<file path="src/shared/adir_pkg.sv">
package adir_pkg;
  localparam int          ADIR_ADDR_W       = 32;
  localparam int          ADIR_DATA_W       = 32;
  localparam int          ADIR_REG_W        = 16;
  localparam int          ADIR_SRC_N        = 8;
  // Byte addresses of the registers
  localparam logic [31:0] ADIR_CLEAR_OFS    = 32'h4008_3004;
  localparam logic [31:0] ADIR_SELECT_OFS   = 32'h4008_3008;
  localparam logic [31:0] ADIR_STATUS_OFS   = 32'h4008_300C;
  // Reset values
  localparam logic [15:0] ADIR_CLEAR_RST    = 16'h0000;
  localparam logic [15:0] ADIR_SELECT_RST   = 16'h0000;
  localparam logic [15:0] ADIR_STATUS_RST   = 16'h0000;
  // Source bit positions, shared by clear, status and both select bytes
  localparam int          ADIR_BIT_SOFTCONV = 0;
  localparam int          ADIR_BIT_SEQ      = 1;
  localparam int          ADIR_BIT_COMP     = 2;
  localparam int          ADIR_BIT_RSVD     = 3;
  localparam int          ADIR_BIT_THERMAL  = 4;
  localparam int          ADIR_BIT_EXTRES   = 5;
  localparam int          ADIR_BIT_RDCHK    = 6;
  localparam int          ADIR_BIT_WRCHK    = 7;
  localparam int          ADIR_LINE1_LSB    = 0;
  localparam int          ADIR_LINE0_LSB    = 8;
  // Sources that exist; bit 3 is reserved
  localparam logic [7:0]  ADIR_SRC_MASK     = 8'hF7;
  // AXI responses
  localparam logic [1:0]  ADIR_RESP_OKAY    = 2'h0;
  localparam logic [1:0]  ADIR_RESP_SLVERR  = 2'h2;
endpackage

</file>
<file path="src/rtl/adir_flags.sv">
`timescale 1ns/1ps
module adir_flags
  import adir_pkg::*;
#(
  parameter int N = 8
) (
  input  wire logic         clk,
  input  wire logic         rst_n,
  input  wire logic [N-1:0] event_in,
  input  wire logic [N-1:0] clear_in,
  input  wire logic [N-1:0] valid_mask,
  output logic      [N-1:0] flag
);
  if (N < 1) begin : g_bad_n
    $error("adir_flags: N must be positive");
  end

  generate
    for (genvar i = 0; i < N; i++) begin : g_flag
      always_ff @(posedge clk or negedge rst_n) begin
        if (!rst_n) begin
          flag[i] <= 1'b0;
        end else if (!valid_mask[i]) begin
          flag[i] <= 1'b0;
        end else if (event_in[i]) begin
          flag[i] <= 1'b1;  // Set beats a clear in the same cycle
        end else if (clear_in[i]) begin
          flag[i] <= 1'b0;
        end
      end

      a_flag_set_wins : assert property (@(posedge clk) disable iff (!rst_n)
        valid_mask[i] && event_in[i] |=> flag[i])
        else $error("flag not set after event");
      a_flag_clears : assert property (@(posedge clk) disable iff (!rst_n)
        clear_in[i] && !event_in[i] |=> !flag[i])
        else $error("flag not cleared");
      a_flag_holds : assert property (@(posedge clk) disable iff (!rst_n)
        flag[i] && !clear_in[i] && valid_mask[i] |=> flag[i])
        else $error("flag dropped without clear");
    end
  endgenerate
endmodule

</file>
<file path="src/rtl/adir_router.sv">
`timescale 1ns/1ps
module adir_router
(
  input  wire logic                          CLK,
  input  wire logic                          RST_B,
  input  wire logic                          SOFT_CONV_DONE,
  input  wire logic                          SOFT_CONV_EN,
  input  wire logic                          SEQUENCE_DONE,
  input  wire logic                          COMPARATOR_TRIP,
  input  wire logic                          THERMAL_SHUTDOWN,
  input  wire logic                          EXT_RESISTOR_FAULT,
  input  wire logic                          READ_CHECK_ERROR,
  input  wire logic                          WRITE_CHECK_ERROR,
  output logic                               ANALOG_IRQ_LINE_ZERO,
  output logic                               ANALOG_IRQ_LINE_ONE,
  input  wire logic [adir_pkg::ADIR_ADDR_W-1:0]   S_AXI_AWADDR,
  input  wire logic                          S_AXI_AWVALID,
  output logic                               S_AXI_AWREADY,
  input  wire logic [adir_pkg::ADIR_DATA_W-1:0]   S_AXI_WDATA,
  input  wire logic [adir_pkg::ADIR_DATA_W/8-1:0] S_AXI_WSTRB,
  input  wire logic                          S_AXI_WVALID,
  output logic                               S_AXI_WREADY,
  output logic      [1:0]                    S_AXI_BRESP,
  output logic                               S_AXI_BVALID,
  input  wire logic                          S_AXI_BREADY,
  input  wire logic [adir_pkg::ADIR_ADDR_W-1:0]   S_AXI_ARADDR,
  input  wire logic                          S_AXI_ARVALID,
  output logic                               S_AXI_ARREADY,
  output logic      [adir_pkg::ADIR_DATA_W-1:0]   S_AXI_RDATA,
  output logic      [1:0]                    S_AXI_RRESP,
  output logic                               S_AXI_RVALID,
  input  wire logic                          S_AXI_RREADY
);
  import adir_pkg::*;

  logic        rst_meta;
  logic        rst_n;
  logic [31:0] aw_addr;
  logic        aw_held;
  logic [31:0] w_data;
  logic [3:0]  w_strb;
  logic        w_held;
  logic [15:0] select;
  logic [7:0]  events;
  logic [7:0]  clear_req;
  logic [7:0]  flag;
  logic        do_write;

  // Bit map is fixed: eight source slots in 16-bit registers
  if (ADIR_SRC_N != 8 || ADIR_REG_W != 16) begin : g_bad_size
    $error("adir_router: source map needs 8 sources and 16-bit registers");
  end

  // Reset released through two flops; asynchronous assert
  always_ff @(posedge CLK or negedge RST_B) begin
    if (!RST_B) begin
      rst_meta <= 1'b0;
      rst_n    <= 1'b0;
    end else begin
      rst_meta <= 1'b1;
      rst_n    <= rst_meta;
    end
  end

  // Event gathering, one bit per source in clear-register order
  always_comb begin
    events                    = 8'h00;
    events[ADIR_BIT_SOFTCONV] = SOFT_CONV_DONE && SOFT_CONV_EN;
    events[ADIR_BIT_SEQ]      = SEQUENCE_DONE;
    events[ADIR_BIT_COMP]     = COMPARATOR_TRIP;
    events[ADIR_BIT_THERMAL]  = THERMAL_SHUTDOWN;
    events[ADIR_BIT_EXTRES]   = EXT_RESISTOR_FAULT;
    events[ADIR_BIT_RDCHK]    = READ_CHECK_ERROR;
    events[ADIR_BIT_WRCHK]    = WRITE_CHECK_ERROR;
  end

  adir_flags #(
    .N (ADIR_SRC_N)
  ) u_flags (
    .clk        (CLK),
    .rst_n      (rst_n),
    .event_in   (events),
    .clear_in   (clear_req),
    .valid_mask (ADIR_SRC_MASK),
    .flag       (flag)
  );

  // Write address and data accepted in either order
  always_ff @(posedge CLK or negedge rst_n) begin
    if (!rst_n) begin
      aw_held       <= 1'b0;
      aw_addr       <= 32'h0000_0000;
      S_AXI_AWREADY <= 1'b1;
    end else if (S_AXI_AWVALID && S_AXI_AWREADY) begin
      aw_held       <= 1'b1;
      aw_addr       <= S_AXI_AWADDR;
      S_AXI_AWREADY <= 1'b0;
    end else if (do_write) begin
      aw_held       <= 1'b0;
    end else if (!aw_held && !S_AXI_BVALID) begin
      S_AXI_AWREADY <= 1'b1;
    end
  end

  always_ff @(posedge CLK or negedge rst_n) begin
    if (!rst_n) begin
      w_held       <= 1'b0;
      w_data       <= 32'h0000_0000;
      w_strb       <= 4'h0;
      S_AXI_WREADY <= 1'b1;
    end else if (S_AXI_WVALID && S_AXI_WREADY) begin
      w_held       <= 1'b1;
      w_data       <= S_AXI_WDATA;
      w_strb       <= S_AXI_WSTRB;
      S_AXI_WREADY <= 1'b0;
    end else if (do_write) begin
      w_held       <= 1'b0;
    end else if (!w_held && !S_AXI_BVALID) begin
      S_AXI_WREADY <= 1'b1;
    end
  end

  assign do_write = aw_held && w_held && !S_AXI_BVALID;

  always_ff @(posedge CLK or negedge rst_n) begin
    if (!rst_n) begin
      S_AXI_BVALID <= 1'b0;
      S_AXI_BRESP  <= ADIR_RESP_OKAY;
    end else if (do_write) begin
      S_AXI_BVALID <= 1'b1;
      S_AXI_BRESP  <= (aw_addr == ADIR_CLEAR_OFS || aw_addr == ADIR_SELECT_OFS)
                      ? ADIR_RESP_OKAY : ADIR_RESP_SLVERR;
    end else if (S_AXI_BREADY) begin
      S_AXI_BVALID <= 1'b0;
    end
  end

  // Select register; reserved bits 11 and 3 forced to zero
  always_ff @(posedge CLK or negedge rst_n) begin
    if (!rst_n) begin
      select <= ADIR_SELECT_RST;
    end else if (do_write && aw_addr == ADIR_SELECT_OFS) begin
      if (w_strb[0]) begin
        select[7:0]  <= w_data[7:0] & ADIR_SRC_MASK;
      end
      if (w_strb[1]) begin
        select[15:8] <= w_data[15:8] & ADIR_SRC_MASK;
      end
    end
  end

  // Clear is a one-cycle pulse; writing 0 leaves the flag
  always_ff @(posedge CLK or negedge rst_n) begin
    if (!rst_n) begin
      clear_req <= ADIR_CLEAR_RST[7:0];
    end else if (do_write && aw_addr == ADIR_CLEAR_OFS && w_strb[0]) begin
      clear_req <= w_data[7:0] & ADIR_SRC_MASK;
    end else begin
      clear_req <= 8'h00;
    end
  end

  // Read channel; clear register reads as zero since it is write-only
  always_ff @(posedge CLK or negedge rst_n) begin
    if (!rst_n) begin
      S_AXI_ARREADY <= 1'b1;
      S_AXI_RVALID  <= 1'b0;
      S_AXI_RDATA   <= 32'h0000_0000;
      S_AXI_RRESP   <= ADIR_RESP_OKAY;
    end else if (S_AXI_ARVALID && S_AXI_ARREADY) begin
      S_AXI_ARREADY <= 1'b0;
      S_AXI_RVALID  <= 1'b1;
      S_AXI_RRESP   <= ADIR_RESP_OKAY;
      unique case (S_AXI_ARADDR)
        ADIR_SELECT_OFS: S_AXI_RDATA <= {16'h0000, select};
        ADIR_STATUS_OFS: S_AXI_RDATA <= {24'h00_0000, flag};
        ADIR_CLEAR_OFS:  S_AXI_RDATA <= 32'h0000_0000;
        default: begin
          S_AXI_RDATA <= 32'h0000_0000;
          S_AXI_RRESP <= ADIR_RESP_SLVERR;
        end
      endcase
    end else if (S_AXI_RVALID && S_AXI_RREADY) begin
      S_AXI_RVALID  <= 1'b0;
      S_AXI_ARREADY <= 1'b1;
    end
  end

  // Both lines are registered; line zero does not police one-hot use
  always_ff @(posedge CLK or negedge rst_n) begin
    if (!rst_n) begin
      ANALOG_IRQ_LINE_ZERO <= 1'b0;
      ANALOG_IRQ_LINE_ONE  <= 1'b0;
    end else begin
      ANALOG_IRQ_LINE_ZERO <= |(flag & select[15:8]);
      ANALOG_IRQ_LINE_ONE  <= |(flag & select[7:0]);
    end
  end

  a_line_one_follows : assert property (@(posedge CLK) disable iff (!rst_n)
    ANALOG_IRQ_LINE_ONE == $past(|(flag & select[7:0])))
    else $error("line one mismatch");
  a_line_zero_follows : assert property (@(posedge CLK) disable iff (!rst_n)
    ANALOG_IRQ_LINE_ZERO == $past(|(flag & select[15:8])))
    else $error("line zero mismatch");
  a_clear_drops_flag : assert property (@(posedge CLK) disable iff (!rst_n)
    do_write && aw_addr == ADIR_CLEAR_OFS && w_strb[0] && w_data[0]
      && !events[0] ##1 !events[0] |=> !flag[0])
    else $error("clear did not drop flag");
  a_event_raises_line : assert property (@(posedge CLK) disable iff (!rst_n)
    events[ADIR_BIT_WRCHK] && select[ADIR_BIT_WRCHK] ##1 select[ADIR_BIT_WRCHK]
      |=> ANALOG_IRQ_LINE_ONE)
    else $error("line one not raised");
  a_reserved_zero : assert property (@(posedge CLK) disable iff (!rst_n)
    !flag[ADIR_BIT_RSVD] && !select[ADIR_BIT_RSVD] && !select[11])
    else $error("reserved bit set");
  a_softconv_gated : assert property (@(posedge CLK) disable iff (!rst_n)
    !flag[0] && !SOFT_CONV_EN && !clear_req[0] |=> !flag[0])
    else $error("softconv set while disabled");
  a_status_read : assert property (@(posedge CLK) disable iff (!rst_n)
    S_AXI_ARVALID && S_AXI_ARREADY && S_AXI_ARADDR == ADIR_STATUS_OFS
      |=> S_AXI_RVALID && S_AXI_RDATA[7:0] == $past(flag))
    else $error("status read wrong");
  a_bresp_once : assert property (@(posedge CLK) disable iff (!rst_n)
    do_write |=> S_AXI_BVALID)
    else $error("no write response");

  // Pin to flag wiring for soft conversion, comparator and read check only, then register and bus checks
  a_softconv_sets : assert property (@(posedge CLK) disable iff (!rst_n)
    SOFT_CONV_DONE && SOFT_CONV_EN |=> flag[ADIR_BIT_SOFTCONV])
    else $error("softconv flag not set");
  a_comparator_sets : assert property (@(posedge CLK) disable iff (!rst_n)
    COMPARATOR_TRIP |=> flag[ADIR_BIT_COMP])
    else $error("comparator flag not set");
  a_rdchk_sets : assert property (@(posedge CLK) disable iff (!rst_n)
    READ_CHECK_ERROR |=> flag[ADIR_BIT_RDCHK])
    else $error("read check flag not set");
  a_clear_one_shot : assert property (@(posedge CLK) disable iff (!rst_n)
    |clear_req |=> clear_req == 8'h00)
    else $error("clear pulse too long");
  a_clear_idle_zero : assert property (@(posedge CLK) disable iff (!rst_n)
    !(do_write && aw_addr == ADIR_CLEAR_OFS) |=> clear_req == 8'h00)
    else $error("clear without clear write");
  a_select_low_write : assert property (@(posedge CLK) disable iff (!rst_n)
    do_write && aw_addr == ADIR_SELECT_OFS && w_strb[0]
      |=> select[7:0] == ($past(w_data[7:0]) & ADIR_SRC_MASK))
    else $error("select low byte not written");
  a_select_high_write : assert property (@(posedge CLK) disable iff (!rst_n)
    do_write && aw_addr == ADIR_SELECT_OFS && w_strb[1]
      |=> select[15:8] == ($past(w_data[15:8]) & ADIR_SRC_MASK))
    else $error("select high byte not written");
  a_select_stable : assert property (@(posedge CLK) disable iff (!rst_n)
    !(do_write && aw_addr == ADIR_SELECT_OFS) |=> $stable(select))
    else $error("select changed without write");
  a_status_no_write : assert property (@(posedge CLK) disable iff (!rst_n)
    do_write && aw_addr != ADIR_CLEAR_OFS && aw_addr != ADIR_SELECT_OFS
      |=> S_AXI_BRESP == ADIR_RESP_SLVERR)
    else $error("write to read-only space accepted");
  a_select_read : assert property (@(posedge CLK) disable iff (!rst_n)
    S_AXI_ARVALID && S_AXI_ARREADY && S_AXI_ARADDR == ADIR_SELECT_OFS
      |=> S_AXI_RDATA == {16'h0000, $past(select)})
    else $error("select read wrong");
  a_clear_reads_zero : assert property (@(posedge CLK) disable iff (!rst_n)
    S_AXI_ARVALID && S_AXI_ARREADY && S_AXI_ARADDR == ADIR_CLEAR_OFS
      |=> S_AXI_RDATA == 32'h0000_0000)
    else $error("clear register read not zero");
  a_read_unmapped : assert property (@(posedge CLK) disable iff (!rst_n)
    S_AXI_ARVALID && S_AXI_ARREADY && S_AXI_ARADDR != ADIR_CLEAR_OFS
      && S_AXI_ARADDR != ADIR_SELECT_OFS && S_AXI_ARADDR != ADIR_STATUS_OFS
      |=> S_AXI_RRESP == ADIR_RESP_SLVERR && S_AXI_RDATA == 32'h0000_0000)
    else $error("unmapped read not refused");
  a_bvalid_holds : assert property (@(posedge CLK) disable iff (!rst_n)
    S_AXI_BVALID && !S_AXI_BREADY |=> S_AXI_BVALID && $stable(S_AXI_BRESP))
    else $error("write response dropped early");
  a_rvalid_holds : assert property (@(posedge CLK) disable iff (!rst_n)
    S_AXI_RVALID && !S_AXI_RREADY |=> S_AXI_RVALID && $stable(S_AXI_RDATA))
    else $error("read data dropped early");
  a_awready_busy : assert property (@(posedge CLK) disable iff (!rst_n)
    aw_held |-> !S_AXI_AWREADY)
    else $error("address ready while one is held");
  a_wready_busy : assert property (@(posedge CLK) disable iff (!rst_n)
    w_held |-> !S_AXI_WREADY)
    else $error("data ready while one is held");
  a_arready_busy : assert property (@(posedge CLK) disable iff (!rst_n)
    S_AXI_RVALID |-> !S_AXI_ARREADY)
    else $error("read address ready during response");

  c_line_one : cover property (@(posedge CLK) disable iff (!rst_n)
    ANALOG_IRQ_LINE_ONE);
  c_line_zero : cover property (@(posedge CLK) disable iff (!rst_n)
    ANALOG_IRQ_LINE_ZERO);
  c_clear_write : cover property (@(posedge CLK) disable iff (!rst_n)
    |clear_req);
  c_both_lines : cover property (@(posedge CLK) disable iff (!rst_n)
    ANALOG_IRQ_LINE_ZERO && ANALOG_IRQ_LINE_ONE);
  c_unmapped_read : cover property (@(posedge CLK) disable iff (!rst_n)
    S_AXI_RVALID && S_AXI_RRESP == ADIR_RESP_SLVERR);
endmodule

</file>
<file path="config.mk">
export PLATFORM = sky130hd
export DESIGN_NAME = adir_router
export DESIGN_NICKNAME = d
export VERILOG_FILES = /design/src/shared/adir_pkg.sv /design/src/rtl/adir_flags.sv /design/src/rtl/adir_router.sv
export SDC_FILE = /design/constraint.sdc
export NUM_CORES = 1
export LEC_CHECK = 0
export BUFFER_PORTS_ARGS = -buffer_cell sky130_fd_sc_hd__buf_4
export CORE_MARGIN = 2
export CORE_UTILIZATION = 43
export DETAILED_ROUTE_END_ITERATION = 12
export HOLD_SLACK_MARGIN = 0.15
export PLACE_DENSITY = 0.81
export SETUP_SLACK_MARGIN = 0.02
export SLEW_MARGIN = 5
export SYNTH_ARGS = -nofsm -noshare
export SYNTH_HDL_FRONTEND = slang
export SYNTH_SLANG_ARGS = --single-unit
export TNS_END_PERCENT = 100
</file>
<file path="constraint.sdc">
create_clock -name CLK -period 4.4 [get_ports CLK]
set_clock_uncertainty 0.1 [all_clocks]
set_input_delay 0.88 -clock CLK [delete_from_list [all_inputs] [get_ports CLK]]
set_output_delay 0.88 -clock CLK [all_outputs]
set_load 0.02 [all_outputs]
</file>
==> flow_summary.rst <==
.. list-table::
   :header-rows: 1

   * - Metric
     - Value
   * - Status
     - completed
   * - Overall fraction of global-route tracks in use
     - 17.4%
   * - Port Buf Inserts
     - 117
   * - Top layer used by detailed routing
     - met4
   * - DP Wirelength
     - 6730 um
   * - Time the worst path needs with I/O delays and setup
     - 2500 ps
   * - Largest net degree at the start of global routing
     - 56
   * - VDD IR-drop max
     - 0.000391 V
   * - Final Net Count
     - 558
   * - HP Class
     - register to asynchronous set/reset pin
   * - Fin Setup TNS
     - 0 ps
   * - CP startpoint kind
     - register
   * - Transition time at the pin with the least slew margin
     - 986 ps
   * - Total number of H-tree levels
     - 3
   * - Number of antenna violations at the first check in global routing
     - 0
   * - CTS tree
     - yes
   * - Violation count after the first detailed-routing iteration
     - 51
   * - Total congestion overflow after global routing
     - 0
   * - Leading cell types by count after synthesis
     - sky130_fd_sc_hd__dfrtp_1, sky130_fd_sc_hd__mux2_2, sky130_fd_sc_hd__nand2_1
   * - Later-pin clock latency in the skew report
     - 360 ps
   * - CTS-repair resized insts
     - 0
   * - Final weighted congestion in routability-driven placement
     - 0.746
   * - Sum of met3 wire segment lengths after detailed routing
     - 848 um
   * - CP Class
     - register to register
   * - Count of antenna diodes in the layout
     - 0
   * - Initial core utilization
     - 43.9%
   * - Maximum count of clock buffers along a single path
     - 2
   * - Critical Path RT
     - 4600 ps
   * - Standard-cell rows
     - 36
   * - Proportion of netlist area held by the largest area contributor
     - 58.6%
   * - Clock slew at the register clock pins of the worst setup and hold paths
     - 100 ps
   * - Cell with the biggest individual delay on the critical path
     - sky130_fd_sc_hd__nor4_1
   * - Number of buffers inserted during clock tree synthesis
     - 9
   * - Share of flip-flops with an asynchronous set or reset after synthesis
     - 100%
   * - Power density of the placed cells
     - 465 mW/mm^2
   * - Leakage power
     - 2.54 nW
   * - Main flop type after synthesis
     - sky130_fd_sc_hd__dfrtp_1
   * - Most area-consuming cells after synthesis
     - sky130_fd_sc_hd__dfrtp_1, sky130_fd_sc_hd__mux2_2, sky130_fd_sc_hd__buf_4, sky130_fd_sc_hd__nand2_1, sky130_fd_sc_hd__mux2i_1
   * - Global-route wire length before repair
     - 14800 um
   * - Non-filler cells in the finished layout
     - 581
   * - Element type at the critical path end
     - register
   * - Overall via count from detail_route
     - 2893
   * - Routed wire length on met2
     - 4490 um
   * - Post-synth design cell area
     - 0.00427 mm^2
   * - Biggest fanout along the worst timing path
     - 7
   * - Full die area
     - 0.0107 mm^2
   * - Unrepaired setup endpoints after global routing
     - false
   * - Number of hold buffers added after CTS
     - 0
   * - Drt first pass iters
     - 4
   * - Cells traversed along the worst timing path
     - nor4b_1 -> nand4_1 -> nor4_1 -> and2_1
   * - Wirelength, routed
     - 8870 um
   * - Final worst-path setup slack
     - 1900 ps
   * - Growth of design area from synthesis to finish
     - 26.4%
   * - Final hold violation count
     - 0
   * - TritonCTS sink count
     - 103
   * - Max-cap violations
     - 0
   * - Routed via count divided by cell count
     - 4.98
   * - Post-Place Cells
     - 564
   * - Largest area contributor in the netlist
     - sky130_fd_sc_hd__dfrtp_1
   * - Post-detailed-route wirelength per cell
     - 15.3 um
   * - Clk root buf
     - sky130_fd_sc_hd__clkbuf_8
   * - Mapped Avg Cell Area
     - 13.2 um^2
   * - Max transition margin
     - 33.7%
   * - Count of final max-slew check failures
     - 0
   * - Post-synthesis instance total
     - 323
   * - Data arrival at the endpoint of the critical path
     - 2700 ps
   * - Worst slack, placed
     - 1810 ps
   * - Sequential cell area fraction in the yosys report
     - 60.4%
   * - Ports placed on the boundary
     - 158
   * - CORE AREA
     - 0.00973 mm^2
   * - Count of flip-flops with a built-in enable after synthesis
     - 0
   * - Routed Antenna Nets
     - 0
   * - Largest stage delay on the critical path
     - 940 ps
   * - Via count of the first global-routing pass
     - 2988
   * - Most instantiated library cell after synthesis
     - sky130_fd_sc_hd__dfrtp_1
   * - Post-CTS setup buffer count
     - 0
   * - Netlist cell types
     - 32
   * - Syn. warnings
     - 0
   * - DIE HEIGHT
     - 104 um
   * - Die width
     - 104 um
   * - Max frequency
     - 400 MHz
   * - Post-Route M1 WL
     - 3410 um
   * - Fraction of final layout cells sized beyond drive strength 1
     - 45.3%
   * - DRC errors left
     - 0
   * - Register-to-Register Setup Slack
     - 1900 ps
   * - Fraction of the cycle the final worst path needs
     - 56.8%
   * - Hold slack final
     - 237 ps
   * - Number of register bits inferred by synthesis
     - 103
   * - Number of endpoints failing setup at the final stage
     - 0
[cell usage in the layout, fill, tap and decap left out, types with 2 or more instances in the layout]
cell type	Yosys	routed
sky130_fd_sc_hd__nor4_1	9	9
sky130_fd_sc_hd__mux2i_1	8	8
sky130_fd_sc_hd__clkbuf_8	0	9
sky130_fd_sc_hd__a21o_1	7	7
sky130_fd_sc_hd__a22oi_1	4	4
sky130_fd_sc_hd__o41ai_1	7	7
sky130_fd_sc_hd__o21a_1	2	2
sky130_fd_sc_hd__o31ai_1	7	7
sky130_fd_sc_hd__nand2_1	25	25
sky130_fd_sc_hd__nand4_1	2	2
sky130_fd_sc_hd__mux2_2	62	62
sky130_fd_sc_hd__nor2_1	4	4
sky130_fd_sc_hd__inv_1	17	17
sky130_fd_sc_hd__nand3_1	4	4
sky130_fd_sc_hd__conb_1	2	21
sky130_fd_sc_hd__and2_1	7	7
sky130_fd_sc_hd__o21ai_0	5	5
sky130_fd_sc_hd__nor4b_1	4	4
sky130_fd_sc_hd__clkinvlp_4	0	3
sky130_fd_sc_hd__buf_4	20	119
sky130_fd_sc_hd__dfrtp_1	100	99
sky130_fd_sc_hd__and4_1	2	2
sky130_fd_sc_hd__nor4bb_1	2	2
sky130_fd_sc_hd__nor4_4	2	2
sky130_fd_sc_hd__a222oi_1	2	2
sky130_fd_sc_hd__dfstp_2	3	3
[registers in the layout, indices dropped and copies added (netlist names), 2 cells and up]
name / count
S_AXI_RDATA: 14
aw_addr: 32
clear_req: 7
select: 14
u_flags.flag: 7
w_data: 14
w_strb: 2
[critical path, delay by kind of cell, from the launching register on]
kind,cells,cell delay [ps]
flip-flops,1,390
AND/OR/NAND/NOR,4,1950
[final cells by class]
class / count / area [um^2]
inverters: 17 / 63.8
well taps: 133 / 166
clock inverters: 6 / 45.0
flip-flops and latches: 103 / 2580
repair buffers: 120 / 903
multi-input cells: 192 / 1510
clock buffers: 10 / 128
fillers: 850 / 4330
[stage by stage]
step                      power, mW  util (%)  area (um^2)
after detailed placement       2.01      53.6         5220
after CTS                      2.54      55.4         5390
final                          2.51      55.5         5400
after global placement         1.96      53.6         5220
after floorplan                1.80         -         4340
after global routing           2.67      55.5         5400
[where the power goes]
part           internal (mW)  total [mW]  switching, mW  leakage, nW
Combinational          0.350       0.601          0.252         1.19
Sequential              1.22        1.38          0.166         1.27
Clock                  0.208       0.526          0.318       0.0789
Total                   1.77        2.51          0.736         2.54
[worst paths after layout]
| path | from | endpoint | depth (start not counted) |
|---|---|---|---|
| hold / removal | rst_n | w_data[12] | 0 |
| max in group asynchronous | rst_n | S_AXI_RDATA[1] | 1 |
| setup / recovery | aw_addr[25] | clear_req[5] | 4 |
| setup reg to reg | aw_addr[25] | clear_req[5] | 4 |
| hold reg to reg | rst_n | w_data[12] | 0 |
| min in group CLK | rst_meta | rst_n | 0 |
[metal layers]
metal / vias up / global-route usage (%)
li1: 1348 / -
met1: 1400 / 20.1
met2: 135 / 29.6
met3: 10 / 6.80
met4: 0 / 5.98
met5: - / 0
[kinds of logic after synthesis]
group                     Yosys count  synth area share, %
AOI/OAI and AO/OA                  35                 6.15
xor gates and xnor gates            1                0.205
buffers and inverters              47                 5.89
DFF                               103                 60.4
muxes                              70                 18.2
other                               2                0.176
and+or+nand+nor                    65                 8.93
Power figures use the tool's default switching activity.
